[src/inc/cpf_pkg.sv]
// constants, types and helpers of the calibration protocol framer
// assumes one 25 MHz clock; frame byte k sits in data[8*k +: 8]
//
// Contract
// - frames use standard 11-bit or extended 29-bit identifiers
// - every taken command gets a response within a bounded time
// - command path and acquisition path run independently
// - command and transmission objects each have their own identifier
// - packet id: 00..FC acquisition, FE event, FF response
// - responses and events are eight bytes: id, error code, data
// - response echoes the command counter unchanged
// - acquisition frame: id then at most seven data bytes
// - up to 253 acquisition messages, count is a parameter
// - each message has a table of address and size entries
// - entry data packs in table order into next free bytes
// - acquisition runs only after host start, timed or triggered
package cpf_pkg;

  // ****************************************
  // timing
  // ****************************************
  localparam int CLK_MHZ         = 25;
  localparam int RSP_TIME_US     = 1000;
  localparam int RSP_TIMEOUT_CYC = RSP_TIME_US * CLK_MHZ;

  // ****************************************
  // frame layout
  // ****************************************
  localparam logic [7:0] PID_EVENT    = 8'hFE;
  localparam logic [7:0] PID_RESPONSE = 8'hFF;
  localparam int         DAQ_MSG_MAX  = 253;
  localparam int         DAQ_DATA_MAX = 7;
  localparam logic [3:0] DLC_FULL     = 4'h8;
  localparam int         BYTE_CTR     = 2;
  localparam int         STD_ID_W     = 11;
  localparam int         EXT_ID_W     = 29;
  localparam int         ENT_ADDR_W   = 24;
  localparam int         ENT_SIZE_W   = 3;
  localparam int         ENT_W        = ENT_ADDR_W + ENT_SIZE_W;
  localparam int         ENT_IDX_W    = 3;
  localparam int         FIFO_DEPTH   = 16;
  localparam int         FIFO_W       = 68;

  // ****************************************
  // types
  // ****************************************
  typedef enum logic [1:0] {TXK_DAQ, TXK_EVT, TXK_RSP} cpf_txk_t;

  // standard ids compare only the low 11 bits
  function automatic logic id_match(input logic [EXT_ID_W-1:0] id,
                                    input logic                ext,
                                    input logic [EXT_ID_W-1:0] cfg,
                                    input logic                cfg_ext);
    logic ok;
    ok = (ext == cfg_ext);
    if (ext)
      id_match = ok && (id == cfg);
    else
      id_match = ok && (id[STD_ID_W-1:0] == cfg[STD_ID_W-1:0]);
  endfunction

endpackage

[src/hw/cpf_odt_mem.sv]
// object definition table store, one write and one registered read port
// assumes writes come from configuration logic on the same clock
`timescale 1ns/10ps
module cpf_odt_mem
  import cpf_pkg::*;
#(
  parameter int W = ENT_W,
  parameter int D = 8
)(
  // clock
  input  wire logic                 clock,
  // write port
  input  wire logic                 wr_en,
  input  wire logic [$clog2(D)-1:0] wr_addr,
  input  wire logic [W-1:0]         wr_data,
  // read port
  input  wire logic                 rd_en,
  input  wire logic [$clog2(D)-1:0] rd_addr,
  output logic      [W-1:0]         rd_data
);
  logic [W-1:0] mem [D];

  generate
    if (D < 2)
      $error("table depth too small");
  endgenerate

  // no reset on the array: tables are loaded before acquisition starts
  always_ff @(posedge clock)
  begin
    if (wr_en)
      mem[wr_addr] <= wr_data;
    if (rd_en)
      rd_data <= mem[rd_addr];
  end
endmodule

[src/hw/cpf_fifo.sv]
// synchronous fifo with valid and ready on both sides
// assumes both sides on the same clock
`timescale 1ns/10ps
module cpf_fifo
  import cpf_pkg::*;
#(
  parameter int W = FIFO_W,
  parameter int D = FIFO_DEPTH
)(
  // clock and reset
  input  wire logic         clock,
  input  wire logic         arst_n,
  // fill side
  input  wire logic         in_valid,
  output logic              in_ready,
  input  wire logic [W-1:0] in_data,
  // drain side
  output logic              out_valid,
  input  wire logic         out_ready,
  output logic      [W-1:0] out_data
);
  localparam int AW = $clog2(D);
  logic [W-1:0] mem [D];
  logic [AW-1:0] wp_q, wp_d, rp_q, rp_d;
  logic [AW:0]   cnt_q, cnt_d;
  logic          push, pop;

  generate
    if (D < 2 || (1 << AW) != D)
      $error("fifo depth must be a power of two");
  endgenerate

  assign in_ready  = (cnt_q != AW'(0) + (AW+1)'(D));
  assign out_valid = (cnt_q != '0);
  assign out_data  = mem[rp_q];
  assign push      = in_valid && in_ready;
  assign pop       = out_valid && out_ready;

  always_comb
  begin
    wp_d  = wp_q + AW'(push);
    rp_d  = rp_q + AW'(pop);
    cnt_d = cnt_q + (AW+1)'(push) - (AW+1)'(pop);
  end

  always_ff @(posedge clock or negedge arst_n)
  begin
    if (!arst_n)
    begin
      wp_q  <= '0;
      rp_q  <= '0;
      cnt_q <= '0;
    end
    else
    begin
      wp_q  <= wp_d;
      rp_q  <= rp_d;
      cnt_q <= cnt_d;
    end
  end

  always_ff @(posedge clock)
  begin
    if (push)
      mem[wp_q] <= in_data;
  end
endmodule

[src/hw/cpf_framer.sv]
// slave-side framer: command decode, response/event build, acquisition fill
// assumes can controller, application and memory all run on this clock
`timescale 1ns/10ps
module cpf_framer
  import cpf_pkg::*;
#(
  parameter int          NUM_MSG     = 4,
  parameter int          RSP_TIMEOUT = RSP_TIMEOUT_CYC,
  parameter logic [7:0]  OPEN_CODE   = 8'h01,
  parameter logic [7:0]  TIMEOUT_ERR = 8'h01
)(
  // clock and reset
  input  wire logic                  clock,
  input  wire logic                  arst_n,
  // identifiers
  input  wire logic [EXT_ID_W-1:0]   cmd_id,
  input  wire logic                  cmd_ext,
  input  wire logic [EXT_ID_W-1:0]   tx_id_cfg,
  input  wire logic                  tx_ext_cfg,
  // received frames
  input  wire logic                  rx_valid,
  input  wire logic [EXT_ID_W-1:0]   rx_id,
  input  wire logic                  rx_ext,
  input  wire logic [3:0]            rx_dlc,
  input  wire logic [63:0]           rx_data,
  // transmitted frames
  output logic                       tx_valid_q,
  input  wire logic                  tx_ready,
  output logic      [EXT_ID_W-1:0]   tx_id_q,
  output logic                       tx_ext_q,
  output logic      [3:0]            tx_dlc_q,
  output logic      [63:0]           tx_data_q,
  // connection
  input  wire logic                  conn_open,
  input  wire logic                  conn_close,
  output logic                       connected_q,
  // commands to the application
  output logic                       cmd_valid_q,
  input  wire logic                  cmd_ready,
  output logic      [7:0]            cmd_code_q,
  output logic      [47:0]           cmd_param_q,
  input  wire logic                  rsp_valid,
  input  wire logic [7:0]            rsp_err,
  input  wire logic [39:0]           rsp_data,
  // events
  input  wire logic                  evt_valid,
  input  wire logic [7:0]            evt_err,
  input  wire logic [39:0]           evt_data,
  output logic                       evt_busy_q,
  // acquisition control and tables
  input  wire logic                  daq_enable,
  input  wire logic                  daq_trig,
  input  wire logic [15:0]           daq_period,
  input  wire logic                  odt_wr,
  input  wire logic [7:0]            odt_msg,
  input  wire logic [ENT_IDX_W-1:0]  odt_ent,
  input  wire logic [ENT_W-1:0]      odt_wdata,
  // memory read port
  output logic                       mem_req_q,
  output logic      [ENT_ADDR_W-1:0] mem_addr_q,
  input  wire logic                  mem_ack,
  input  wire logic [7:0]            mem_rdata
);
  localparam int MW = (NUM_MSG > 1) ? $clog2(NUM_MSG) : 1;
  localparam int TW = $clog2(RSP_TIMEOUT + 1);

  generate
    if (NUM_MSG < 1 || NUM_MSG > DAQ_MSG_MAX || RSP_TIMEOUT < 1)
      $error("unsupported message count or timeout");
  endgenerate

  // ****************************************
  // command path
  // ****************************************
  typedef enum logic [1:0] {C_IDLE, C_HAND, C_WAIT, C_SEND} cpf_cst_t;
  cpf_cst_t      cst_q, cst_d;
  logic [TW-1:0] tmo_q, tmo_d;
  logic [7:0]    ctr_q, ctr_d, err_q, err_d, code_d;
  logic [39:0]   rdat_q, rdat_d;
  logic [47:0]   par_d;
  logic          conn_d, cval_d, rx_hit, rsp_take;

  // only full frames on the command identifier count
  assign rx_hit = rx_valid && rx_dlc == DLC_FULL
                  && id_match(rx_id, rx_ext, cmd_id, cmd_ext);

  always_comb
  begin
    cst_d  = cst_q;
    tmo_d  = tmo_q;
    ctr_d  = ctr_q;
    err_d  = err_q;
    rdat_d = rdat_q;
    code_d = cmd_code_q;
    par_d  = cmd_param_q;
    cval_d = cmd_valid_q;
    // open wins over close so a late open is never lost
    conn_d = conn_open ? 1'b1 : (conn_close ? 1'b0 : connected_q);
    case (cst_q)
      C_IDLE:
        // commands before connection are dropped, except opening
        if (rx_hit && (connected_q || rx_data[7:0] == OPEN_CODE))
        begin
          code_d = rx_data[7:0];
          ctr_d  = rx_data[15:8];
          par_d  = rx_data[63:16];
          cval_d = 1'b1;
          tmo_d  = '0;
          cst_d  = C_HAND;
        end
      C_HAND:
      begin
        tmo_d = tmo_q + TW'(1);
        if (cmd_ready)
        begin
          cval_d = 1'b0;
          cst_d  = C_WAIT;
        end
        if (tmo_q == TW'(RSP_TIMEOUT - 1))
        begin
          cval_d = 1'b0;
          err_d  = TIMEOUT_ERR;
          rdat_d = '0;
          cst_d  = C_SEND;
        end
      end
      C_WAIT:
      begin
        tmo_d = tmo_q + TW'(1);
        if (rsp_valid)
        begin
          err_d  = rsp_err;
          rdat_d = rsp_data;
          cst_d  = C_SEND;
        end
        else if (tmo_q == TW'(RSP_TIMEOUT - 1))
        begin
          err_d  = TIMEOUT_ERR;
          rdat_d = '0;
          cst_d  = C_SEND;
        end
      end
      C_SEND:
        if (rsp_take)
          cst_d = C_IDLE;
      default:
        cst_d = C_IDLE;
    endcase
  end

  always_ff @(posedge clock or negedge arst_n)
  begin
    if (!arst_n)
    begin
      cst_q       <= C_IDLE;
      tmo_q       <= '0;
      ctr_q       <= '0;
      err_q       <= '0;
      rdat_q      <= '0;
      cmd_code_q  <= '0;
      cmd_param_q <= '0;
      cmd_valid_q <= 1'b0;
      connected_q <= 1'b0;
    end
    else
    begin
      cst_q       <= cst_d;
      tmo_q       <= tmo_d;
      ctr_q       <= ctr_d;
      err_q       <= err_d;
      rdat_q      <= rdat_d;
      cmd_code_q  <= code_d;
      cmd_param_q <= par_d;
      cmd_valid_q <= cval_d;
      connected_q <= conn_d;
    end
  end

  // ****************************************
  // acquisition fill
  // ****************************************
  typedef enum logic [2:0] {D_IDLE, D_ODT_RD, D_ODT_WAIT, D_FETCH, D_PUSH,
                            D_NEXT} cpf_dst_t;
  cpf_dst_t               dst_q, dst_d;
  logic [MW-1:0]          msg_q, msg_d;
  logic [ENT_IDX_W-1:0]   ent_q, ent_d;
  logic [2:0]             pos_q, pos_d, left_q, left_d;
  logic [63:0]            frm_q, frm_d;
  logic [ENT_ADDR_W-1:0]  addr_d;
  logic [15:0]            tmr_q, tmr_d;
  logic                   pend_q, pend_d, req_d, tick;
  logic                   odt_rd, f_in_valid, f_in_ready, f_out_valid, f_pop;
  logic [ENT_W-1:0]       ent_rd;
  logic [FIFO_W-1:0]      f_out;
  logic [3:0]             pos_ext;

  assign tick    = daq_enable && daq_period != '0 && tmr_q == daq_period - 16'h1;
  assign odt_rd  = (dst_q == D_ODT_RD);
  assign pos_ext = {1'b0, pos_q};

  always_comb
  begin
    dst_d      = dst_q;
    msg_d      = msg_q;
    ent_d      = ent_q;
    pos_d      = pos_q;
    left_d     = left_q;
    frm_d      = frm_q;
    addr_d     = mem_addr_q;
    f_in_valid = 1'b0;
    tmr_d      = (daq_enable && !tick) ? tmr_q + 16'h1 : '0;
    // trigger or timer tick sets pending; set wins over the clear at start, dropping enable clears it
    pend_d     = pend_q;
    case (dst_q)
      D_IDLE:
        if (pend_q && daq_enable)
        begin
          pend_d = 1'b0;
          msg_d  = '0;
          ent_d  = '0;
          pos_d  = '0;
          frm_d  = '0;
          dst_d  = D_ODT_RD;
        end
      D_ODT_RD:
        dst_d = D_ODT_WAIT;
      D_ODT_WAIT:
        // an entry that would pass seven bytes closes the frame
        if (ent_rd[ENT_SIZE_W-1:0] == '0 ||
            pos_ext + {1'b0, ent_rd[ENT_SIZE_W-1:0]} > 4'(DAQ_DATA_MAX))
          dst_d = D_PUSH;
        else
        begin
          addr_d = ent_rd[ENT_W-1:ENT_SIZE_W];
          left_d = ent_rd[ENT_SIZE_W-1:0];
          dst_d  = D_FETCH;
        end
      D_FETCH:
        if (mem_req_q && mem_ack)
        begin
          frm_d[8*(int'(pos_q)+1) +: 8] = mem_rdata;
          pos_d  = pos_q + 3'h1;
          addr_d = mem_addr_q + ENT_ADDR_W'(1);
          left_d = left_q - 3'h1;
          if (left_q == 3'h1)
          begin
            ent_d = ent_q + ENT_IDX_W'(1);
            dst_d = (ent_q == '1) ? D_PUSH : D_ODT_RD;
          end
        end
      D_PUSH:
        if (pos_q == '0)
          dst_d = D_NEXT;
        else
        begin
          f_in_valid = 1'b1;
          if (f_in_ready)
            dst_d = D_NEXT;
        end
      D_NEXT:
        if (msg_q == MW'(NUM_MSG - 1))
          dst_d = D_IDLE;
        else
        begin
          msg_d = msg_q + MW'(1);
          ent_d = '0;
          pos_d = '0;
          frm_d = '0;
          dst_d = D_ODT_RD;
        end
      default:
        dst_d = D_IDLE;
    endcase
    if (tick || (daq_trig && daq_enable))
      pend_d = 1'b1;
    if (!daq_enable)
      pend_d = 1'b0;
    req_d = (dst_d == D_FETCH) && !(mem_req_q && mem_ack);
  end

  always_ff @(posedge clock or negedge arst_n)
  begin
    if (!arst_n)
    begin
      dst_q      <= D_IDLE;
      msg_q      <= '0;
      ent_q      <= '0;
      pos_q      <= '0;
      left_q     <= '0;
      frm_q      <= '0;
      tmr_q      <= '0;
      pend_q     <= 1'b0;
      mem_req_q  <= 1'b0;
      mem_addr_q <= '0;
    end
    else
    begin
      dst_q      <= dst_d;
      msg_q      <= msg_d;
      ent_q      <= ent_d;
      pos_q      <= pos_d;
      left_q     <= left_d;
      frm_q      <= frm_d;
      tmr_q      <= tmr_d;
      pend_q     <= pend_d;
      mem_req_q  <= req_d;
      mem_addr_q <= addr_d;
    end
  end

  // one table of eight entries per message
  cpf_odt_mem #(.W(ENT_W), .D(NUM_MSG * 8)) u_odt (
    .clock   (clock),
    .wr_en   (odt_wr && odt_msg < 8'(NUM_MSG)),
    .wr_addr ($clog2(NUM_MSG*8)'({odt_msg, odt_ent})),
    .wr_data (odt_wdata),
    .rd_en   (odt_rd),
    .rd_addr ($clog2(NUM_MSG*8)'({msg_q, ent_q})),
    .rd_data (ent_rd)
  );

  // full fifo stalls the fill in D_PUSH; command traffic never waits here
  cpf_fifo #(.W(FIFO_W), .D(FIFO_DEPTH)) u_fifo (
    .clock     (clock),
    .arst_n    (arst_n),
    .in_valid  (f_in_valid),
    .in_ready  (f_in_ready),
    .in_data   ({pos_ext + 4'h1, frm_q[63:8], 8'(msg_q)}),
    .out_valid (f_out_valid),
    .out_ready (f_pop),
    .out_data  (f_out)
  );

  // ****************************************
  // transmit arbitration
  // ****************************************
  cpf_txk_t    kind_q, kind_d;
  logic        tval_d, ebusy_d, tfree;
  logic [3:0]  tdlc_d;
  logic [63:0] tdat_d;
  logic [7:0]  eerr_q, eerr_d;
  logic [39:0] edat_q, edat_d;

  assign tfree    = !tx_valid_q || tx_ready;
  // responses first, events next, acquisition frames fill the gaps
  assign rsp_take = tfree && cst_q == C_SEND;
  assign f_pop    = tfree && !rsp_take && !evt_busy_q && f_out_valid;

  always_comb
  begin
    tval_d  = tx_valid_q && !tx_ready;
    tdlc_d  = tx_dlc_q;
    tdat_d  = tx_data_q;
    kind_d  = kind_q;
    ebusy_d = evt_busy_q;
    eerr_d  = eerr_q;
    edat_d  = edat_q;
    if (evt_valid && !evt_busy_q)
    begin
      ebusy_d = 1'b1;
      eerr_d  = evt_err;
      edat_d  = evt_data;
    end
    if (rsp_take)
    begin
      tval_d = 1'b1;
      kind_d = TXK_RSP;
      tdlc_d = DLC_FULL;
      tdat_d = {rdat_q, ctr_q, err_q, PID_RESPONSE};
    end
    else if (tfree && evt_busy_q)
    begin
      tval_d  = 1'b1;
      kind_d  = TXK_EVT;
      ebusy_d = 1'b0;
      tdlc_d  = DLC_FULL;
      tdat_d  = {edat_q, 8'h00, eerr_q, PID_EVENT};
    end
    else if (f_pop)
    begin
      tval_d = 1'b1;
      kind_d = TXK_DAQ;
      tdlc_d = f_out[67:64];
      tdat_d = f_out[63:0];
    end
  end

  always_ff @(posedge clock or negedge arst_n)
  begin
    if (!arst_n)
    begin
      tx_valid_q <= 1'b0;
      tx_dlc_q   <= '0;
      tx_data_q  <= '0;
      tx_id_q    <= '0;
      tx_ext_q   <= 1'b0;
      kind_q     <= TXK_DAQ;
      evt_busy_q <= 1'b0;
      eerr_q     <= '0;
      edat_q     <= '0;
    end
    else
    begin
      tx_valid_q <= tval_d;
      tx_dlc_q   <= tdlc_d;
      tx_data_q  <= tdat_d;
      tx_id_q    <= tx_id_cfg;
      tx_ext_q   <= tx_ext_cfg;
      kind_q     <= kind_d;
      evt_busy_q <= ebusy_d;
      eerr_q     <= eerr_d;
      edat_q     <= edat_d;
    end
  end

  // ****************************************
  // checks
  // ****************************************
  AST_RSP_FRAME: assert property (@(posedge clock) disable iff (!arst_n)
    $rose(tx_valid_q) && kind_q == TXK_RSP |->
      tx_data_q[7:0] == PID_RESPONSE && tx_dlc_q == DLC_FULL)
    else $error("response frame malformed");
  AST_CTR_TAKE: assert property (@(posedge clock) disable iff (!arst_n)
    cst_q == C_IDLE && cst_d == C_HAND |=> ctr_q == $past(rx_data[15:8]))
    else $error("command counter not captured");
  AST_CTR_HOLD: assert property (@(posedge clock) disable iff (!arst_n)
    cst_q != C_IDLE |=> $stable(ctr_q))
    else $error("command counter changed before its response");
  AST_CTR_ECHO: assert property (@(posedge clock) disable iff (!arst_n)
    rsp_take |=> tx_valid_q && kind_q == TXK_RSP && tx_data_q[8*BYTE_CTR +: 8] == $past(ctr_q))
    else $error("response counter differs from command");
  AST_EVT_FRAME: assert property (@(posedge clock) disable iff (!arst_n)
    tx_valid_q && kind_q == TXK_EVT |->
      tx_data_q[7:0] == PID_EVENT && tx_dlc_q == DLC_FULL)
    else $error("event frame malformed");
  AST_DAQ_FRAME: assert property (@(posedge clock) disable iff (!arst_n)
    tx_valid_q && kind_q == TXK_DAQ |->
      tx_data_q[7:0] < 8'(NUM_MSG) && tx_dlc_q >= 4'h2 && tx_dlc_q <= DLC_FULL)
    else $error("acquisition frame malformed");
  AST_TIMEOUT: assert property (@(posedge clock) disable iff (!arst_n)
    (cst_q == C_HAND || cst_q == C_WAIT && !rsp_valid) && tmo_q == TW'(RSP_TIMEOUT - 1) |=>
      cst_q == C_SEND && err_q == TIMEOUT_ERR && !cmd_valid_q)
    else $error("missing timeout response");
  AST_CLOSED: assert property (@(posedge clock) disable iff (!arst_n)
    $rose(cmd_valid_q) |-> $past(connected_q) || cmd_code_q == OPEN_CODE)
    else $error("command taken while not connected");
  AST_DAQ_HALT: assert property (@(posedge clock) disable iff (!arst_n)
    dst_q == D_IDLE && !daq_enable |=> dst_q == D_IDLE)
    else $error("acquisition started without enable");
  AST_PACK: assert property (@(posedge clock) disable iff (!arst_n)
    dst_q == D_FETCH && mem_req_q && mem_ack |=>
      pos_q == $past(pos_q) + 3'h1 && frm_q[8*int'(pos_q) +: 8] == $past(mem_rdata))
    else $error("data byte not packed in order");
  AST_TX_HOLD: assert property (@(posedge clock) disable iff (!arst_n)
    tx_valid_q && !tx_ready |=> tx_valid_q && $stable(tx_data_q) && $stable(tx_dlc_q))
    else $error("transmit frame changed while stalled");
endmodule

[config.mk]
export PLATFORM = sky130hd
export DESIGN_NAME = cpf_framer
export DESIGN_NICKNAME = d
export VERILOG_FILES = /design/src/inc/cpf_pkg.sv /design/src/hw/cpf_odt_mem.sv /design/src/hw/cpf_fifo.sv /design/src/hw/cpf_framer.sv
export SDC_FILE = /design/constraint.sdc
export NUM_CORES = 2
export LEC_CHECK = 0
export BUFFER_PORTS_ARGS = -buffer_cell sky130_fd_sc_hd__buf_2
export CAP_MARGIN = 40
export CORE_AREA = 2 2 394 396
export CTS_CLUSTER_DIAMETER = 80
export DETAILED_ROUTE_END_ITERATION = 16
export DIE_AREA = 0 0 396 398
export HOLD_SLACK_MARGIN = 0.05
export PLACE_DENSITY = 0.86
export RECOVER_POWER = 25
export SLEW_MARGIN = 15
export SYNTH_ARGS = -nofsm -noshare
export SYNTH_HDL_FRONTEND = slang
export SYNTH_HIERARCHICAL = 1
export SYNTH_SLANG_ARGS = --single-unit
[constraint.sdc]
create_clock -name clock -period 7.55 [get_ports clock]
set_input_delay 0.755 -clock clock [delete_from_list [all_inputs] [get_ports clock]]
set_output_delay 0.755 -clock clock [all_outputs]
set_load 0.01 [all_outputs]
==> impl_metrics.py <==
metrics = {
    "power": {
        "clkPwrFrac_pct": 30.1,
        "p_leak_nw": 37.9,
        "cellPowerDensity_nw_per_um2": 341,
        "internal-power_mw": 24.6,
        "power_frac_seq_pct": 44.5,
        "p_comb_share_pct": 25.4,
        "switching_power_mw": 11.7,
        "vdd_drop_max_uv": 363,
        "switching_share_pct": 32.3,
    },
    "cts": {
        "clk_latency_ns": 0.87,
        "htreeDepth": 4,
        "cts_buffers": 216,
        "cts-root-buf": "clkbuf_16",
        "cts_sinks": 2383,
        "cts_buffer_depth": 3,
        "cts_tree": "done",
        "clk_pin_slew_ns": 0.06,
    },
    "grt": {
        "grt_overflow": 0,
        "gr-usage-met3_pct": 11.0,
        "use_met2_pct": 54.3,
        "antenna_found_initial": 38,
        "grt_pass1_wl_um": 388000,
        "globalRouteMet1Util_pct": 42.2,
        "grt_pass1_vias": 56000,
        "grt_usage_pct": 34.3,
        "top_usage_layer": "met2",
        "grt_max_degree": 161,
    },
    "critical_path": {
        "slowest_stage": "ha_1",
        "crit_arrival_ns": 5.22,
        "cp_max_fo": 20,
        "worst_setup_path_end_kind": "register",
        "path_cells": "inv_1, ha_1, nand2b_1, nor2_1, ha_1, nor2b_1, nand2_1, nor3_1, and2_1, nand2_1, o21ai_0",
        "cp.required_ns": 8.25,
        "critPathKind": "register to register",
        "worstSetupStartpointType": "register",
        "cpPeakStageDelay_ns": 0.80,
    },
    "place": {
        "gp_congestion": 0.944,
        "dpl_worst_slack_ns": 3.32,
        "dp_cells": 7761,
        "dp_hpwl_um": 157000,
        "io_buffer_count": 511,
    },
    "yosys": {
        "synth_area_leaders": "edfxtp_1 64%, dfrtp_1 11%, mux4_2 6.6%",
        "synth_top_area_share_pct": 63.7,
        "synth-seq-area-share_pct": 74.6,
        "post_synth_num_cell_types": 76,
        "synth-seq-cells": 2383,
        "netlist_area_um2": 93200,
        "synth_edf_count": 1979,
        "syn_avg_cell_area_um2": 17.6,
        "synth_area_leader_cell": "edfxtp_1",
        "async_flop_share_pct": 17.0,
        "synth_common_cells": "1979 x edfxtp_1, 436 x mux2i_1, 404 x dfrtp_1, 378 x nand2_1, 272 x mux4_2",
        "netlist_instances": 5285,
        "synth.most_common_cell": "edfxtp_1",
        "yosys_most_used_dff": "edfxtp_1",
        "yosysWarnings": 6,
    },
    "finish": {
        "drive_gt1_share_pct": 22.3,
        "area_delta_synth_final_pct": 14.4,
        "fin_cells": 8239,
        "postLayoutCoreUtil_pct": 69.6,
        "fin_nets": 6342,
    },
    "route": {
        "drc": 0,
        "via_per_inst": 6.88,
        "dr.pass1.iters": 6,
        "drt_iter0_markers": 8851,
        "vias": 56700,
        "wl_um": 275000,
        "routedWlPerCell_um": 33.4,
        "drtAntennaViolNets": 0,
    },
    "sta": {
        "clock.fmax_mhz": 222,
        "setup_viol_count_final": 0,
        "final-hold-violation-count": 0,
        "rsz0062_at_grt": "false",
        "tightest_slew_ns": 2.09,
        "drv_slew": 893,
        "slew-limit-headroom_pct": -39.3,
        "fin_tns_setup_ns": 0,
        "fin_crit_ns": 4.51,
        "setup_slack_ns": 3.04,
        "fin_crit_sh_pct": 59.8,
        "whs_ns": 0.0989,
        "fin_skew_ns": 0.0523,
    },
    "status": {
        "status": "finished, violations left",
        "violations": "max-capacitance violations, max-slew violations",
    },
    "floorplanning": {
        "rows": 144,
        "die_h_um": 398,
        "die_area_um2": 158000,
        "die_x_um": 396,
        "num_io_pins": 512,
        "initial_utilization_pct": 60.8,
        "design.core.area_um2": 153000,
    },
    "hold_path": {
        "hold_class": "input port to register",
    },
    "run": {
        "drv_cap": 27,
    },
}
## worst paths after layout
| path | cells after the start | slack, ns | from | to |
|---|---|---|---|---|
| max | 11 | 3.04 | pos_q[0] | frm_q[33] |
| min | 2 | 0.1 | rsp_data[2] | rdat_q[2] |
| max reg2reg | 11 | 3.04 | pos_q[0] | frm_q[33] |
| min reg2reg | 1 | 0.49 | cmd_param_q[46] | cmd_param_q[46] |
| max in group asynchronous | 3 | 5.39 | arst_n | tx_id_q[12] |
| min in group asynchronous | 2 | 0.59 | arst_n | frm_q[42] |
## worst max-delay path: cells and delay by family, from the launching register on
family | cells | cell delay [ns]
and+or+nand+nor | 7 | 1.82
adders and majority gates | 2 | 1.23
DFF | 1 | 0.60
buffers and inverters | 1 | 0.36
AOI/OAI and AO/OA | 1 | 0.35
## per-layer routing
| metal | part of all wire [%] | wire, um |
|---|---|---|
| met5 | 0.061 | 169 |
| met3 | 13 | 37000 |
| met4 | 7.3 | 20100 |
| met1 | 32 | 87400 |
| met2 | 47 | 131000 |
## through the flow
step                      power [mW]  cell area (um^2)
after floorplan                 21.7             93600
after global placement          24.4             98400
after detailed placement        24.9             99000
after CTS                       35.9            106000
after global routing            37.2            107000
final                           36.4            107000
## flip-flops by register name (all words and copies together) (netlist names), 15 cells and up
| signal | count |
|---|---|
| tx_data_q | 64 |
| frm_q | 56 |
| tmr_q | 16 |
| cmd_param_q | 48 |
| u_odt/rd_data | 27 |
| rdat_q | 40 |
| edat_q | 40 |
| tmo_q | 15 |
| u_odt/mem | 864 |
| u_fifo/mem | 1088 |
| tx_id_q | 29 |
| mem_addr_q | 24 |
## what timing repair did
item | CTS | global route
hold buffers | 31 | 0
hold endpoints to repair | 72 | 0
buffers inserted | 0 | 0
gates resized for setup | 0 | 0
## power groups by stage
stage	clock (mW)	sequential, mW	combinational [mW]
after floorplan	0	15.9	5.77
after global placement	0	16.3	8.13
after detailed placement	0	16.4	8.53
after CTS	10.9	16.1	8.84
after global routing	11.4	16.2	9.57
final	10.9	16.2	9.25
## cells by family (layout without fill, tap and decap cells)
| family | Yosys count | count (layout) | synth area share, % |
|---|---|---|---|
| and+or+nand+nor | 846 | 846 | 4.18 |
| other | 1 | 124 | 0.00402 |
| muxes | 822 | 822 | 12.6 |
| adders and majority gates | 32 | 32 | 0.437 |
| DFF | 2383 | 2383 | 74.6 |
| xor gates and xnor gates | 73 | 73 | 0.686 |
| AOI/OAI and AO/OA | 803 | 803 | 5.77 |
| buffers and inverters | 325 | 1112 | 1.72 |
## cell type report
type	instances	area [um^2]
tap	2044	2560
multi-input combinational	2672	22900
antenna	28	70.1
fill	8709	46600
inverter	32	120
timing repair buffer	676	4540
clock inverter	115	1200
sequential	2383	69500
clock buffer	289	5770
## cell usage in the layout, fill, tap and decap left out, types with 33 or more instances in the layout
cell type | Yosys | final
xnor2_1 | 36 | 36
edfxtp_1 | 1979 | 1979
clkinv_1 | 0 | 40
nor2_1 | 107 | 60
a22oi_1 | 218 | 218
nand3_1 | 187 | 187
o21ai_0 | 102 | 102
xor2_1 | 37 | 37
mux4_2 | 272 | 272
clkinv_2 | 0 | 33
nor2_4 | 0 | 37
mux2_2 | 106 | 106
buf_4 | 38 | 88
a21oi_1 | 230 | 229
conb_1 | 1 | 96
a22o_1 | 156 | 156
nand2_1 | 378 | 376
dfrtp_1 | 404 | 400
buf_2 | 49 | 479
clkbuf_16 | 0 | 217
a31oi_1 | 37 | 37
mux2i_1 | 436 | 436
nor3_1 | 47 | 43
clkbuf_1 | 161 | 96
Power figures use the tool's default switching activity.
